`src/afs_pkg.sv`:
```
// Package for the auxiliary function strobe handshake block.
// Assumes one 100 MHz system clock shared by every user of the package.
package afs_pkg;

    // Clock and timing figures
    localparam int unsigned CLK_HZ             = 100_000_000;
    localparam int unsigned STROBE_DELAY_MS    = 64;
    localparam int unsigned STROBE_DELAY_CYC   = STROBE_DELAY_MS * (CLK_HZ / 1000);
    localparam int unsigned ACCEPT_TIME_MS     = 10;
    localparam int unsigned ACCEPT_CYC         = ACCEPT_TIME_MS * (CLK_HZ / 1000);

    // Field widths and reset values
    localparam int unsigned M_W                = 32;
    localparam int unsigned MX_W               = 16;
    localparam logic [31:0] CODE_RST           = 32'h0000_0000;
    localparam logic [3:0]  DIGITS_RST         = 4'h8;

    // Codes exempt from the lock
    localparam logic [31:0] M_STOP             = 32'h0000_0000;
    localparam logic [31:0] M_OPT_STOP         = 32'h0000_0001;
    localparam logic [31:0] M_END              = 32'h0000_0002;
    localparam logic [31:0] M_END_RWD          = 32'h0000_001E;

    // Spindle I/O point range
    localparam logic [31:0] S_IO_MIN           = 32'h0000_0001;
    localparam logic [31:0] S_IO_MAX           = 32'h0000_0008;

    typedef enum logic [4:0] {
        ST_IDLE   = 5'b00001,
        ST_DELAY  = 5'b00010,
        ST_STROBE = 5'b00100,
        ST_DROP   = 5'b01000,
        ST_MOTION = 5'b10000
    } afs_state_t;

    // One program block's auxiliary content
    typedef struct packed {
        logic [1:0]      m_cnt;
        logic [2:0]      m_internal;
        logic [M_W-1:0]  m_val;
        logic [MX_W-1:0] m2_val;
        logic [MX_W-1:0] m3_val;
        logic            s_valid;
        logic [31:0]     s_val;
        logic            t_valid;
        logic [31:0]     t_val;
    } afs_cmd_t;

    // Digit limits per function
    typedef struct packed {
        logic [3:0] m_digits;
        logic [3:0] s_digits;
        logic [3:0] t_digits;
    } afs_limits_t;

endpackage : afs_pkg

```
`src/afs_handshake.sv`:
```
// Auxiliary M, S and T code handshake towards the ladder-logic PLC.
// Assumes block commands and motion status come from logic on clk_i;
// the completion and lock inputs are pins and are synchronised here.
`timescale 1ns/1ns

// Overview of operation
// - Accept M value up to eight digits, output binary code with strobe.
// - With multi-M enabled, output up to three M codes on separate groups.
// - Digit count above configured limit raises alarm, nothing is output.
// - M and T strobes rise a configured delay, typically 64 ms, after their code appears.
// - Primary M code is 32 bits, held steady during the handshake.
// - Strobes drop after completion held high longer than acceptance time.
// - Completion low clears every code output to zero.
// - Next block waits until motion of current block also completes.
// - I/O spindle mode accepts S1 to S8, one bit each, else alarm.
// - Auxiliary functions run concurrently with other block commands.
// - Spindle code bit and spindle strobe rise together; PLC holds completion low.
// - Analog spindle mode drives four gear bits from per-gear maximum speeds.
// - S command updates internal spindle speed even under lock.
// - T value goes to tool data output, then tool strobe rises.
// - With M, S, T together, next block only after completion seen high.
// - Subprogram and macro call M codes execute without outputs.
// - Lock in auto or MDI suppresses outputs except stop and end M codes.
module afs_handshake
    import afs_pkg::*;
#(
    parameter int unsigned STROBE_DELAY = STROBE_DELAY_CYC,
    parameter int unsigned ACCEPT_TIME  = ACCEPT_CYC
) (
    // Clock and reset
    input  wire logic        clk_i,
    input  wire logic        reset_n_i,
    // Block executor side
    input  wire logic        cmd_valid_i,
    input  wire afs_cmd_t    cmd_i,
    input  wire logic        motion_done_i,
    output logic             cmd_ready_o,
    output logic             block_done_o,
    output logic             alarm_o,
    // Configuration
    input  wire afs_limits_t limits_i,
    input  wire logic        multi_m_per_block_enable_i,
    input  wire logic        io_spindle_mode_i,
    input  wire logic        auto_mode_i,
    input  wire logic [127:0] gear_max_i,
    // PLC pins
    input  wire logic        shared_completion_input_i,
    input  wire logic        aux_lock_input_i,
    output logic [M_W-1:0]   m_code_o,
    output logic [MX_W-1:0]  m2_code_o,
    output logic [MX_W-1:0]  m3_code_o,
    output logic [31:0]      s_code_o,
    output logic [3:0]       gear_o,
    output logic [31:0]      tool_data_o,
    output logic             m_code_strobe_o,
    output logic             second_m_code_strobe_o,
    output logic             third_m_code_strobe_o,
    output logic             spindle_code_strobe_o,
    output logic             tool_code_strobe_o,
    output logic             distribution_end_flag_o,
    output logic [31:0]      spindle_speed_o
);

    function automatic logic too_long(input logic [31:0] v, input logic [3:0] d);
        logic [31:0] lim;
        lim = 32'h0000_0000;
        case (d)
            4'h1:    lim = 32'h0000_000A;
            4'h2:    lim = 32'h0000_0064;
            4'h3:    lim = 32'h0000_03E8;
            4'h4:    lim = 32'h0000_2710;
            4'h5:    lim = 32'h0001_86A0;
            4'h6:    lim = 32'h000F_4240;
            4'h7:    lim = 32'h0098_9680;
            default: lim = 32'h05F5_E100;
        endcase
        too_long = (d == 4'h0) || (v >= lim);
    endfunction : too_long

    function automatic logic lock_exempt(input logic [31:0] v);
        lock_exempt = (v == M_STOP) || (v == M_OPT_STOP) || (v == M_END) || (v == M_END_RWD);
    endfunction : lock_exempt

    // Pin synchronisers
    logic [1:0] fin_sync_r;
    logic [1:0] lock_sync_r;
    always_ff @(posedge clk_i or negedge reset_n_i) begin
        if (!reset_n_i) begin
            fin_sync_r  <= 2'h0;
            lock_sync_r <= 2'h0;
        end else begin
            fin_sync_r  <= {fin_sync_r[0], shared_completion_input_i};
            lock_sync_r <= {lock_sync_r[0], aux_lock_input_i};
        end
    end
    wire logic fin_s  = fin_sync_r[1];
    wire logic lock_s = lock_sync_r[1] && auto_mode_i;

    // Command decode
    wire logic [31:0] s_v     = cmd_i.s_val;
    wire logic        m_en2   = multi_m_per_block_enable_i && (cmd_i.m_cnt >= 2'h2);
    wire logic        m_en3   = multi_m_per_block_enable_i && (cmd_i.m_cnt == 2'h3);
    wire logic        bad_m   = (cmd_i.m_cnt != 2'h0) && (too_long(cmd_i.m_val, limits_i.m_digits)
                                || (m_en2 && too_long({16'h0000, cmd_i.m2_val}, limits_i.m_digits))
                                || (m_en3 && too_long({16'h0000, cmd_i.m3_val}, limits_i.m_digits)));
    wire logic        bad_s   = cmd_i.s_valid && (too_long(s_v, limits_i.s_digits)
                                || (io_spindle_mode_i && ((s_v < S_IO_MIN) || (s_v > S_IO_MAX))));
    wire logic        bad_t   = cmd_i.t_valid && too_long(cmd_i.t_val, limits_i.t_digits);
    wire logic        bad     = bad_m || bad_s || bad_t;
    // Lock gates each group; internal codes gate the three M groups only
    wire logic        out_m1  = (cmd_i.m_cnt != 2'h0) && !cmd_i.m_internal[0]
                                && (!lock_s || lock_exempt(cmd_i.m_val));
    wire logic        out_m2  = m_en2 && !cmd_i.m_internal[1]
                                && (!lock_s || lock_exempt({16'h0000, cmd_i.m2_val}));
    wire logic        out_m3  = m_en3 && !cmd_i.m_internal[2]
                                && (!lock_s || lock_exempt({16'h0000, cmd_i.m3_val}));
    wire logic        out_s   = cmd_i.s_valid && !lock_s;
    wire logic        out_t   = cmd_i.t_valid && !lock_s;
    wire logic        any_out = out_m1 || out_m2 || out_m3 || out_s || out_t;
    wire logic [2:0]  s_idx   = 3'(s_v - S_IO_MIN);
    wire logic [31:0] s_word  = io_spindle_mode_i ? {24'h000000, 8'(8'h01 << s_idx)} : s_v;
    wire logic [3:0]  gear    = (s_v <= gear_max_i[31:0])  ? 4'h1 :
                                (s_v <= gear_max_i[63:32]) ? 4'h2 :
                                (s_v <= gear_max_i[95:64]) ? 4'h4 : 4'h8;
    wire logic        take    = cmd_valid_i && cmd_ready_o;

    afs_state_t  state_r;
    afs_state_t  state_nxt;
    logic [31:0] dly_r;
    logic [31:0] acc_r;
    logic [4:0]  sel_r;
    logic [31:0] s_hold_r;
    logic [31:0] t_hold_r;
    logic [3:0]  gear_hold_r;

    wire logic dly_done = (dly_r == 32'h0000_0000);
    wire logic acc_done = fin_s && (acc_r == 32'h0000_0000);

    always_comb begin
        state_nxt = state_r;
        case (state_r)
            ST_IDLE:   if (take && !bad) state_nxt = any_out ? ST_DELAY : ST_MOTION;
            ST_DELAY:  if (dly_done) state_nxt = ST_STROBE;
            ST_STROBE: if (acc_done) state_nxt = ST_DROP;
            ST_DROP:   if (!fin_s) state_nxt = ST_MOTION;
            ST_MOTION: if (motion_done_i) state_nxt = ST_IDLE;
            default:   state_nxt = ST_IDLE;
        endcase
    end

    // Counters reload whenever their condition is not running
    always_ff @(posedge clk_i or negedge reset_n_i) begin
        if (!reset_n_i) begin
            dly_r <= CODE_RST;
            acc_r <= CODE_RST;
        end else begin
            dly_r <= (state_r == ST_DELAY && !dly_done) ? dly_r - 32'h1 : 32'(STROBE_DELAY);
            acc_r <= (state_r == ST_STROBE && fin_s && !acc_done) ? acc_r - 32'h1 : 32'(ACCEPT_TIME);
        end
    end

    always_ff @(posedge clk_i or negedge reset_n_i) begin
        if (!reset_n_i) begin
            state_r                 <= ST_IDLE;
            cmd_ready_o             <= 1'b0;
            block_done_o            <= 1'b0;
            alarm_o                 <= 1'b0;
            sel_r                   <= 5'h00;
            s_hold_r                <= CODE_RST;
            t_hold_r                <= CODE_RST;
            gear_hold_r             <= 4'h0;
            m_code_o                <= CODE_RST;
            m2_code_o               <= 16'h0000;
            m3_code_o               <= 16'h0000;
            s_code_o                <= CODE_RST;
            gear_o                  <= 4'h0;
            tool_data_o             <= CODE_RST;
            m_code_strobe_o         <= 1'b0;
            second_m_code_strobe_o  <= 1'b0;
            third_m_code_strobe_o   <= 1'b0;
            spindle_code_strobe_o   <= 1'b0;
            tool_code_strobe_o      <= 1'b0;
            distribution_end_flag_o <= 1'b0;
            spindle_speed_o         <= CODE_RST;
        end else begin
            state_r                 <= state_nxt;
            // Alarmed block is dropped, so ready stays high for the next one
            cmd_ready_o             <= (state_nxt == ST_IDLE);
            block_done_o            <= (state_r == ST_MOTION) && motion_done_i;
            distribution_end_flag_o <= motion_done_i && (state_r != ST_IDLE);
            if (take) begin
                alarm_o <= bad;
            end
            if (take && !bad) begin
                sel_r    <= {out_t, out_s, out_m3, out_m2, out_m1};
                s_hold_r <= s_word;
                t_hold_r <= cmd_i.t_val;
                if (cmd_i.s_valid) begin
                    spindle_speed_o <= s_v;
                end
                m_code_o  <= out_m1 ? cmd_i.m_val : CODE_RST;
                m2_code_o <= out_m2 ? cmd_i.m2_val : 16'h0000;
                m3_code_o <= out_m3 ? cmd_i.m3_val : 16'h0000;
                gear_hold_r <= (out_s && !io_spindle_mode_i) ? gear : 4'h0;
                tool_data_o <= out_t ? cmd_i.t_val : CODE_RST;
            end
            if (state_r == ST_DELAY && dly_done) begin
                m_code_strobe_o        <= sel_r[0];
                second_m_code_strobe_o <= sel_r[1];
                third_m_code_strobe_o  <= sel_r[2];
                spindle_code_strobe_o  <= sel_r[3];
                tool_code_strobe_o     <= sel_r[4];
                s_code_o               <= sel_r[3] ? s_hold_r : CODE_RST;
                // Gear bits are the spindle code in analog mode, so they rise with the strobe
                gear_o                 <= gear_hold_r;
            end
            if (state_r == ST_STROBE && acc_done) begin
                m_code_strobe_o        <= 1'b0;
                second_m_code_strobe_o <= 1'b0;
                third_m_code_strobe_o  <= 1'b0;
                spindle_code_strobe_o  <= 1'b0;
                tool_code_strobe_o     <= 1'b0;
            end
            if (state_r == ST_DROP && !fin_s) begin
                m_code_o    <= CODE_RST;
                m2_code_o   <= 16'h0000;
                m3_code_o   <= 16'h0000;
                s_code_o    <= CODE_RST;
                gear_o      <= 4'h0;
                tool_data_o <= CODE_RST;
            end
        end
    end

    wire logic any_strobe = m_code_strobe_o || second_m_code_strobe_o || third_m_code_strobe_o
                            || spindle_code_strobe_o || tool_code_strobe_o;
    logic lock_blk_r;
    always_ff @(posedge clk_i or negedge reset_n_i) begin
        if (!reset_n_i) begin
            lock_blk_r <= 1'b0;
        end else if (take) begin
            lock_blk_r <= lock_s;
        end
    end
endmodule : afs_handshake

```
`config.mk`:
```
export PLATFORM = sky130hd
export DESIGN_NAME = afs_handshake
export DESIGN_NICKNAME = d
export VERILOG_FILES = /design/src/afs_pkg.sv /design/src/afs_handshake.sv
export SDC_FILE = /design/constraint.sdc
export NUM_CORES = 1
export LEC_CHECK = 0
export ABC_AREA = 0
export CORE_ASPECT_RATIO = 1.2
export CORE_UTILIZATION = 49
export CTS_BUF_LIST = sky130_fd_sc_hd__clkbuf_8
export DETAILED_ROUTE_END_ITERATION = 8
export DONT_BUFFER_PORTS = 1
export PLACE_DENSITY = 0.75
export SETUP_SLACK_MARGIN = 0.02
export SYNTH_ARGS = -nofsm -noshare
export SYNTH_HDL_FRONTEND = slang
export SYNTH_SLANG_ARGS = --single-unit
```
`constraint.sdc`:
```
create_clock -name clk_i -period 3.18 [get_ports clk_i]
set_input_delay 0.318 -clock clk_i [delete_from_list [all_inputs] [get_ports clk_i]]
set_output_delay 0.318 -clock clk_i [all_outputs]
set_load 0.01 [all_outputs]
```
==> results of run 1 <==
-- kinds of logic (layout without fill, tap and decap cells) --
logic type / count (synthesis) / after routing
flops: 287 / 287
buf+inv: 222 / 435
mux: 67 / 67
xor+xnor: 58 / 58
simple gates: 626 / 626
fa+ha+maj: 197 / 197
other cells: 0 / 1
compound gates: 449 / 449
-- sequential cells by signal (all words and copies together) (netlist names), 5 cells and up --
register and cells:
s_hold_r 32, dly_r 32, m_code_o 32, tool_data_o 32, state_r 5, sel_r 5
m2_code_o 16, s_code_o 32, m3_code_o 16, spindle_speed_o 32, acc_r 32
-- cell usage in the layout, fill, tap and decap left out, types with 13 or more instances in the layout --
master	n
sky130_fd_sc_hd__dfrtp_1	286
sky130_fd_sc_hd__ha_1	196
sky130_fd_sc_hd__o21ai_0	163
sky130_fd_sc_hd__nand2_1	156
sky130_fd_sc_hd__inv_1	137
sky130_fd_sc_hd__a21oi_1	134
sky130_fd_sc_hd__dlygate4sd3_1	129
sky130_fd_sc_hd__nor2_1	126
sky130_fd_sc_hd__nand4_1	96
sky130_fd_sc_hd__buf_4	82
sky130_fd_sc_hd__clkbuf_8	61
sky130_fd_sc_hd__xnor2_1	42
sky130_fd_sc_hd__nand3_1	38
sky130_fd_sc_hd__nand2b_1	36
sky130_fd_sc_hd__mux2i_1	34
sky130_fd_sc_hd__nor3_1	32
sky130_fd_sc_hd__a22o_1	31
sky130_fd_sc_hd__nor4_1	29
sky130_fd_sc_hd__a21o_1	24
sky130_fd_sc_hd__mux2_2	23
sky130_fd_sc_hd__and3_1	16
sky130_fd_sc_hd__xor2_1	16
sky130_fd_sc_hd__nor2b_1	13
sky130_fd_sc_hd__or4_1	13
-- power by group --
| part | internal [uW] | switching [uW] |
|---|---|---|
| clock | 1810 | 1560 |
| combinational | 765 | 765 |
| sequential | 4160 | 553 |
| total | 6730 | 2870 |
-- area by class of cell --
| cell class | count | area [um^2] |
|---|---|---|
| Tap cell | 468 | 585.6 |
| Clock inverter | 25 | 152.6 |
| Timing Repair Buffer | 222 | 2127 |
| Clock buffer | 61 | 839.6 |
| Antenna cell | 1 | 2.502 |
| Fill cell | 2989 | 14680 |
| Multi-Input combinational cell | 1397 | 9802 |
| Inverter | 127 | 476.7 |
| Sequential cell | 287 | 7183 |
-- critical path, stage by stage, from the launching register on --
cell and delay [ns]:
sky130_fd_sc_hd__dfrtp_1 0.42, sky130_fd_sc_hd__or4_4 0.55, sky130_fd_sc_hd__or3_1 0.41, sky130_fd_sc_hd__nor4b_2 0.33, sky130_fd_sc_hd__nand3_1 0.19, sky130_fd_sc_hd__nor2_4 0.18
sky130_fd_sc_hd__and2_1 0.40, sky130_fd_sc_hd__buf_4 0.26, sky130_fd_sc_hd__a22o_1 0.15
-- routing by layer --
metal  vias to the layer above  share of wire  global-route usage  routed length (um)
li1                       7253              -                   -                   -
met1                      7708           0.37              0.3497               21510
met2                       856           0.48              0.5226               27830
met3                       257          0.081             0.07107                4671
met4                         0          0.068              0.1982                3959
met5                         -              0                   0                   0
-- stage by stage --
step | hold slack (ns) | utilization | area (um^2)
final | -0.5494 | 0.5905 | 21170
after global routing | -0.5964 | 0.5904 | 21170
after CTS | -0.6123 | 0.5904 | 21170
after detailed placement | 0.03277 | 0.5267 | 18880
after global placement | 0.03224 | 0.5267 | 18880
after floorplan | 0.02241 | - | 17950
-- path summary, 6_finish.rpt --
check | startpoint | endpoint | slack (ns) | depth (start not counted)
min | reset_n_i | tool_data_o[26] | -0.55 | 0
min reg2reg | fin_sync_r[0] | fin_sync_r[1] | 0.37 | 0
max reg2reg | dly_r[25] | s_code_o[9] | 0.21 | 8
min in group clk_i | motion_done_i | state_r[4] | 0.06 | 2
max in group asynchronous | reset_n_i | m3_code_o[10] | 3.26 | 0
max | dly_r[25] | s_code_o[9] | 0.21 | 8
==> reports/results.ini, run 1 <==
[timing]
finalClockSkew_ns = 0.03284
setup_slack_ns = 0.2133
finalHoldViolations = 287
achievable-frequency_mhz = 337.1
period_needed_ns = 2.967
worst_pin_slew_ns = 1.068
fin_setup_tns_ns = 0
unrepaired_setup_endpoints_after_global_routing = false
timing.final.max_slew_violations = 0
final_setup_violating_endpoints = 0
final_min_period_over_clock_period = 0.9329
relSlewSlack = 0.2881
worst_hold_slack_ns = -0.5494

[place]
dp_cells = 2372
dp_worst_setup_slack_ns = -0.2230
port-buffer-count = 0
gpl.final_weighted_congestion = 0.9590
detailed_place_hpwl_um = 41330

[logic_synthesis]
syn-num-nets = 2387
syn_area_per_cell_um2 = 9.319
postSynthRegisterBits = 287
synthArstFlopShare = 1.000
netlist_top_cells_count = sky130_fd_sc_hd__dfrtp_1, sky130_fd_sc_hd__ha_1, sky130_fd_sc_hd__o21ai_0
synth_top_family_by_area = simple AND/OR/NAND/NOR gates
synth.top_cells.by_area = sky130_fd_sc_hd__dfrtp_1, sky130_fd_sc_hd__ha_1, sky130_fd_sc_hd__o21ai_0, sky130_fd_sc_hd__a21oi_1, sky130_fd_sc_hd__nand4_1
yosysUniqueCellTypes = 77
synthesis.instances = 1906
synth_ff_type = sky130_fd_sc_hd__dfrtp_1
yosysSeqAreaShare = 0.4044
synth-simple-area-share = 0.1839
synth.yosys.warnings = 0
share_of_yosys_cell_area_claimed_by_the_top_area_cell_type = 0.4029
yosys.cell_count.top_type = sky130_fd_sc_hd__dfrtp_1
netlist.top_cell.by_area = sky130_fd_sc_hd__dfrtp_1
synth_compound_area_frac = 0.1531
post_synth_xor_area_fraction = 0.02860
post_synth_mux_area_share = 0.04008
synth-adder-area-share = 0.1388
synth_enable_flop_cells = 0
syn_area_um2 = 17760

[routing]
drt_first_iter_violations = 1217
antenna_left = 0
vias_per_cell = 6.211
drcViolationCount = 0
drt_pass1_iterations = 6
postRouteWirelength_um = 57970
via_count = 16070
routed_wl_per_cell_um = 22.40

[layout]
post_route_cells_drive_above_1_share = 0.1147
fin_nets = 2563
synthesis_to_layout_area_growth_pct = 19.18
final_cell_count_no_fill = 2588

[worst_setup_path]
cp-end-kind = flop
critPathKind = flop to flop
critical_path_required_ns = 3.68
critPathMaxFanout = 11
worst-endpoint-arrival_ns = 3.47
critical_path.startpoint_type = flop

[clock_tree]
post_cts.repair.setup_buffers = 0
clockBufferDepth = 3
htreeDepth = 2
clk-insertion-delay-late_ns = 0.59
cts.sink_count = 287
cts_made_buffers = 47
postCtsResizedCells = 0
clkSlewWorstSetupHoldPaths_ns = 0.06
clockRootBuffer = sky130_fd_sc_hd__clkbuf_8
postCtsHoldBufs = 129
tritoncts = built

[floorplan]
row_count = 76
total_die_area_um2 = 37020
chipHeight_um = 210.6
fp.coreArea_um2 = 35850
starting_utilization_of_the_core_area = 0.4955
horizontal_die_dimension_um = 175.8
floorplan.io_pins = 457

[global_route]
globalRoute.totalOverflow = 0
number_of_global_route_vias_before_repair = 16410
grt_antenna_before_repair = 0
pin_count_of_the_biggest_net_entering_global_routing = 288
grt_util_all_layers = 0.3089
grt_pass1_wl_um = 89140

[pwr]
totalPowerFinal_uw = 9608
worst_ir_drop_vdd_v = 0.0003938
power.leakage_uw = 0.01008
power.density_cell_area_nw_per_um2 = 453.9

[hold_path]
worst_hold_path_type = input port to async pin

[flow_run]
drv_cap = 0

[run_status]
failed_checks = negative hold slack
outcome = complete, but fails checks

No activity file was read; power rests on OpenSTA's default activity.
==> run 2: changes to the inputs <==
Settings changed: CORE_AREA set to 2 2 179 181, CORE_ASPECT_RATIO 1.2 to unset, CORE_UTILIZATION 49 to unset, CTS_CLUSTER_SIZE set to 16, DIE_AREA set to 0 0 181 183, PLACE_DENSITY 0.75 to 0.84.
Clock period 3.18 ns to 3.85 ns, I/O delays scaled along.
==> reports/results.ini, run 2 (synthesis gave the netlist of run 1 again) <==
[pwr]
worst_ir_drop_vdd_v = 0.0003227  ; -18%
power.density_cell_area_nw_per_um2 = 401.1  ; -12%
total_switching_power_uw = 2421  ; -16%
share_seq_of_total_power = 0.470  ; -0.020
totalPowerFinal_uw = 8254  ; -14%
p_int_uw = 5832  ; -13%
p_clk_frac = 0.380  ; +0.030
combPwrFrac = 0.149  ; -0.010
power.switching_fraction = 0.2934  ; -0.005834
power.leakage_uw = 0.009798  ; -2.8%

[global_route]
grt_pass1_wl_um = 91580  ; +2.7%
pin_count_of_the_biggest_net_entering_global_routing = 288  ; unchanged
grt_antenna_before_repair = 1  ; +1
globalRoute.totalOverflow = 0  ; unchanged
number_of_global_route_vias_before_repair = 16610  ; +1.2%
grt_util_all_layers = 0.3535  ; +0.04458

[timing]
relSlewSlack = 0.4280  ; +0.1399
worst_pin_slew_ns = 0.8580  ; -0.2099 ns
final_min_period_over_clock_period = 0.8564
finalHoldViolations = 287  ; unchanged
finalClockSkew_ns = 0.03870  ; +0.005858 ns
fin_setup_tns_ns = 0  ; unchanged
unrepaired_setup_endpoints_after_global_routing = false
achievable-frequency_mhz = 303.3
period_needed_ns = 3.297
final_setup_violating_endpoints = 0  ; unchanged
worst_hold_slack_ns = -0.4897  ; +0.05970 ns
timing.final.max_slew_violations = 0  ; unchanged

[worst_setup_path]
critPathMaxFanout = 20  ; +9
worst-endpoint-arrival_ns = 3.78  ; +0.31 ns
critical_path_required_ns = 4.34  ; +0.66 ns
cp-end-kind = flop
critical_path.startpoint_type = input port
critPathKind = input port to flop

[routing]
vias_per_cell = 6.616  ; +6.5%
drt_first_iter_violations = 1766  ; +45%
drcViolationCount = 0  ; unchanged
drt_pass1_iterations = 7  ; +1
postRouteWirelength_um = 59390  ; +2.4%
antenna_left = 0  ; unchanged
via_count = 16300  ; +1.4%
routed_wl_per_cell_um = 24.11  ; +7.6%

[clock_tree]
htreeDepth = 2  ; unchanged
cts.sink_count = 287  ; unchanged
tritoncts = built
clockRootBuffer = sky130_fd_sc_hd__clkbuf_8
cts_made_buffers = 50  ; +6.4%
clkSlewWorstSetupHoldPaths_ns = 0.06  ; about the same
clk-insertion-delay-late_ns = 0.61  ; +0.02 ns
post_cts.repair.setup_buffers = 0  ; unchanged
postCtsResizedCells = 0  ; unchanged
postCtsHoldBufs = 132  ; +2.3%
clockBufferDepth = 3  ; unchanged

[hold_path]
worst_hold_path_type = input port to async pin

[layout]
synthesis_to_layout_area_growth_pct = 15.86
layout_commonest_cell = sky130_fd_sc_hd__dfrtp_1
mostFrequentLayoutCells = sky130_fd_sc_hd__dfrtp_1, sky130_fd_sc_hd__ha_1, sky130_fd_sc_hd__o21ai_0
fin_nets = 2504  ; -2.3%
fillerInstances = 2376  ; -21%
post_route_cells_drive_above_1_share = 0.08010  ; -0.03458

[flow_run]
drv_cap = 0  ; unchanged

[floorplan]
starting_utilization_of_the_core_area = 0.5687  ; +0.07329
floorplan.io_pins = 457  ; unchanged
horizontal_die_dimension_um = 181  ; +3.0%
total_die_area_um2 = 33120  ; -11%
fp.coreArea_um2 = 31230  ; -13%
chipHeight_um = 183  ; -13%
row_count = 65  ; -14%

[run_status]
failed_checks = negative hold slack
outcome = complete, but fails checks

[place]
gpl.final_weighted_congestion = 0.9334  ; -2.7%
detailed_place_hpwl_um = 40190  ; -2.8%
port-buffer-count = 0  ; unchanged

[run 2: worst max-delay path: stages]
cell and delay [ns]:
sky130_fd_sc_hd__nor3_1 0.35, sky130_fd_sc_hd__nor2_1 0.19, sky130_fd_sc_hd__and2_1 0.21, sky130_fd_sc_hd__ha_1 0.29, sky130_fd_sc_hd__and4_1 0.22, sky130_fd_sc_hd__nand4_1 0.12, sky130_fd_sc_hd__or4_1 0.52, sky130_fd_sc_hd__a311o_1 0.34
sky130_fd_sc_hd__o2111a_1 0.19, sky130_fd_sc_hd__and3_2 0.27, sky130_fd_sc_hd__nand2_4 0.19, sky130_fd_sc_hd__buf_12 0.22, sky130_fd_sc_hd__mux2i_1 0.26
[run 2: layout make-up]
cell class / count / area (um^2) / area share
flip-flops and latches: 287 / 7183 / 0.3491
well taps: 402 / 503.0 / 0.02444
repair buffers: 160 / 1582 / 0.07685
clock buffers: 63 / 867.1 / 0.04214
clock inverters: 26 / 246.5 / 0.01198
inverters: 127 / 476.7 / 0.02317
multi-input cells: 1397 / 9718 / 0.4722
diodes: 1 / 2.502 / 0.0001216
[run 2: final timing paths]
path	start	to	slack [ns]	cells after the start
setup / recovery	limits_i[8]	tool_data_o[2]	0.55	13
max in group asynchronous	reset_n_i	spindle_speed_o[29]	4.02	0
min in group clk_i	io_spindle_mode_i	gear_hold_r[0]	0.02	2
setup reg to reg	cmd_ready_o	m2_code_o[1]	0.64	9
hold / removal	reset_n_i	tool_data_o[23]	-0.49	0
hold reg to reg	lock_sync_r[0]	lock_sync_r[1]	0.35	0
[run 2: layer usage]
metal / track usage / wire length [um] / up-vias
met1: 0.4017 / 21030 / 7732
li1: - / - / 7104
met5: 0 / 0 / -
met4: 0.2527 / 4952 / 0
met3: 0.09968 / 5943 / 356
met2: 0.5774 / 27460 / 1103
[run 2: through the flow]
step	area [um^2]	setup slack [ns]	hold slack (ns)	cells	util
floorplan	17760	0.1607	0.08941	1906	-
global placement	18140	0.1240	0.1062	2241	0.5809
detailed placement	18140	0.01995	0.09865	2241	0.5809
CTS	20580	0.6048	-0.5331	2462	0.6589
global route	20580	0.3707	-0.5360	2463	0.6589
finish	20580	0.5527	-0.4897	2463	0.6589
[run 2: power by group through the flow]
stage / Combinational, uW / Sequential, uW / Clock (uW)
after CTS: 1190 / 3870 / 3150
after global placement: 974 / 3900 / 0
after global routing: 1380 / 3910 / 3310
after detailed placement: 1060 / 3920 / 0
final: 1230 / 3880 / 3140
after floorplan: 848 / 3810 / 0
==> run 3: changes to the inputs <==
Settings changed: CORE_AREA 2 2 179 181 to unset, CORE_ASPECT_RATIO set to 1.2, CORE_UTILIZATION set to 30, DIE_AREA 0 0 181 183 to unset, PLACE_DENSITY 0.84 to 0.55.
==> reports/results.ini, run 3 (synthesis gave the netlist of run 1 again) <==
[worst_setup_path]
cp-end-kind = flop
critical_path.startpoint_type = input port
crit_path_cell_trace = nor3_1 > nor2_1 > ha_1 > or4_1 > nor4_1 > a31oi_1 > a211o_1 > a2111oi_2 > buf_4 > and3_2 > buf_12 > nand4_1 > dlygate4sd3_1 > a21oi_1
crit_path_top_delay_cell = sky130_fd_sc_hd__dlygate4sd3_1
crit-reg2reg-capture = m2_code_o[15]
critPathMaxFanout = 49  ; +150%
critical_path_required_ns = 4.40  ; +0.06 ns
reg2reg_setup_slack_ns = 0.47  ; -0.17 ns
r2r_start = cmd_ready_o
worst-endpoint-arrival_ns = 4.13  ; +0.35 ns
critPathKind = input port to flop
worstRegToRegCells = 11  ; +2
worst_setup_path_endpoint = m2_code_o[15]
timing.critical_path.slowest_cell_delay_ns = 0.58  ; +0.06 ns
crit_path_start = limits_i[0]

[routing]
vias_per_cell = 5.389  ; -19%
drt_pass1_iterations = 5  ; -2
via_count = 15500  ; -4.9%
antenna_left = 0  ; unchanged
postRouteWirelength_um = 62820  ; +5.8%
routed_wl_per_cell_um = 21.84  ; -9.4%
drcViolationCount = 0  ; unchanged
drt_first_iter_violations = 1081  ; -39%

[global_route]
globalRoute.totalOverflow = 0  ; unchanged
grt_util_all_layers = 0.2029  ; -0.1506
pin_count_of_the_biggest_net_entering_global_routing = 288  ; unchanged
grt_antenna_before_repair = 1  ; unchanged
grt_pass1_wl_um = 93580  ; +2.2%
number_of_global_route_vias_before_repair = 15690  ; -5.6%

[flow_run]
drv_cap = 0  ; unchanged

[clock_tree]
clkSlewWorstSetupHoldPaths_ns = 0.06  ; about the same
htreeDepth = 2  ; unchanged
clk-insertion-delay-late_ns = 0.65  ; +0.04 ns
post_cts.repair.setup_buffers = 0  ; unchanged
clockBufferDepth = 3  ; unchanged
postCtsResizedCells = 0  ; unchanged
tritoncts = built
clockRootBuffer = sky130_fd_sc_hd__clkbuf_8
postCtsHoldBufs = 132  ; unchanged
cts.sink_count = 287  ; unchanged
cts_made_buffers = 53  ; +6.0%

[timing]
period_needed_ns = 3.579  ; +0.2814 ns
final_setup_violating_endpoints = 0  ; unchanged
timing.final.max_slew_violations = 0  ; unchanged
unrepaired_setup_endpoints_after_global_routing = false
worst_pin_slew_ns = 1.074  ; +0.2160 ns
worst_hold_slack_ns = -0.5026  ; -0.01293 ns
finalClockSkew_ns = 0.04548  ; +0.006777 ns
final_min_period_over_clock_period = 0.9295  ; +0.07308
finalHoldViolations = 287  ; unchanged
achievable-frequency_mhz = 279.4  ; -7.9%
relSlewSlack = 0.2816  ; -0.1464

[floorplan]
horizontal_die_dimension_um = 224.1  ; +24%
row_count = 97  ; +49%
chipHeight_um = 268.6  ; +47%
fp.coreArea_um2 = 58500  ; +87%
floorplan.io_pins = 457  ; unchanged
starting_utilization_of_the_core_area = 0.3036  ; -0.2651
total_die_area_um2 = 60190  ; +82%

[layout]
multi_input_logic_area_um2 = 9718  ; unchanged
finalInstanceArea_um2 = 21310  ; +3.6%
fin_nets = 2523  ; +0.76%
fillerInstances = 5920  ; +150%
mostFrequentLayoutCells = sky130_fd_sc_hd__dfrtp_1, sky130_fd_sc_hd__ha_1, sky130_fd_sc_hd__o21ai_0
synthesis_to_layout_area_growth_pct = 20.00
layout_commonest_cell = sky130_fd_sc_hd__dfrtp_1
register_area_um2 = 7183  ; unchanged
post_route_cells_drive_above_1_share = 0.08742  ; +0.007319

[place]
placed_cell_area_um2 = 18800  ; +3.6%
port-buffer-count = 0  ; unchanged
detailed_place_hpwl_um = 44660  ; +11%
gpl.final_weighted_congestion = 0.8926  ; -4.4%

[pwr]
worst_ir_drop_vdd_v = 0.0002634  ; -18%
power.density_cell_area_nw_per_um2 = 392.3  ; -2.2%
power.leakage_uw = 0.009933  ; +1.4%

[run_status]
outcome = complete, but fails checks
failed_checks = negative hold slack

[hold_path]
worst_hold_path_type = input port to async pin

[run 3: changes by cell type in the layout (fill, tap and decap cells not counted), sizes merged]
cell	change
clkinvlp	+2
clkinv	-5
clkbuf	+4
diode	+1
inv	+5
buf	+16
[run 3: how the worst min path moves through the flow]
stage                                endpoint      start  cells past startpoint
after floorplan                      acc_r[0]  reset_n_i                      0
after global placement        tool_data_o[12]  reset_n_i                      0
after detailed placement      tool_data_o[13]  reset_n_i                      0
after CTS                      tool_data_o[9]  reset_n_i                      0
after global routing      spindle_speed_o[31]  reset_n_i                      0
final                         tool_data_o[15]  reset_n_i                      0
[run 3: final cells by class]
class	count	area share
Clock inverter	28	0.01250
Sequential cell	287	0.3370
Tap cell	792	0.04649
Clock buffer	67	0.04326
Timing Repair Buffer	176	0.08218
Multi-Input combinational cell	1397	0.4559
Antenna cell	2	0.0002348
Inverter	127	0.02237
[run 3: layer usage]
layer  vias to the layer above  GRT usage  share of wire
li1                       7156          -              -
met1                      7507     0.2369           0.40
met2                       664     0.3428           0.48
met3                       172    0.05503          0.075
met4                         0     0.1003          0.047
met5                         -          0              0
[run 3: metrics by stage]
stage               TNS (ns)  power [uW]  utilization  std cells  setup WS, ns
CTS                        0        8471       0.3643       2874        0.2950
floorplan                  0        4663            -       1906        0.1607
detailed placement   -0.5786        5000       0.3214       2647      -0.09423
global placement     -0.3780        4926       0.3214       2647      -0.07988
finish                     0        8362       0.3644       2876        0.2714
global route               0        8805       0.3643       2875       0.05629
[run 3: worst max-delay path, delay by kind of cell]
kind                     cells  cell delay, ns
AND/OR/NAND/NOR              6            1.41
AO/OA/AOI/OAI                4            1.05
buffers and inverters        3            1.01
adder cells (fa/ha/maj)      1            0.24
[run 3: report_power, final]
part / switching, uW / internal, uW / leakage (uW)
registers: 451 / 3440 / 0.00380
logic: 614 / 593 / 0.00548
clock network: 1370 / 1900 / 0.000653
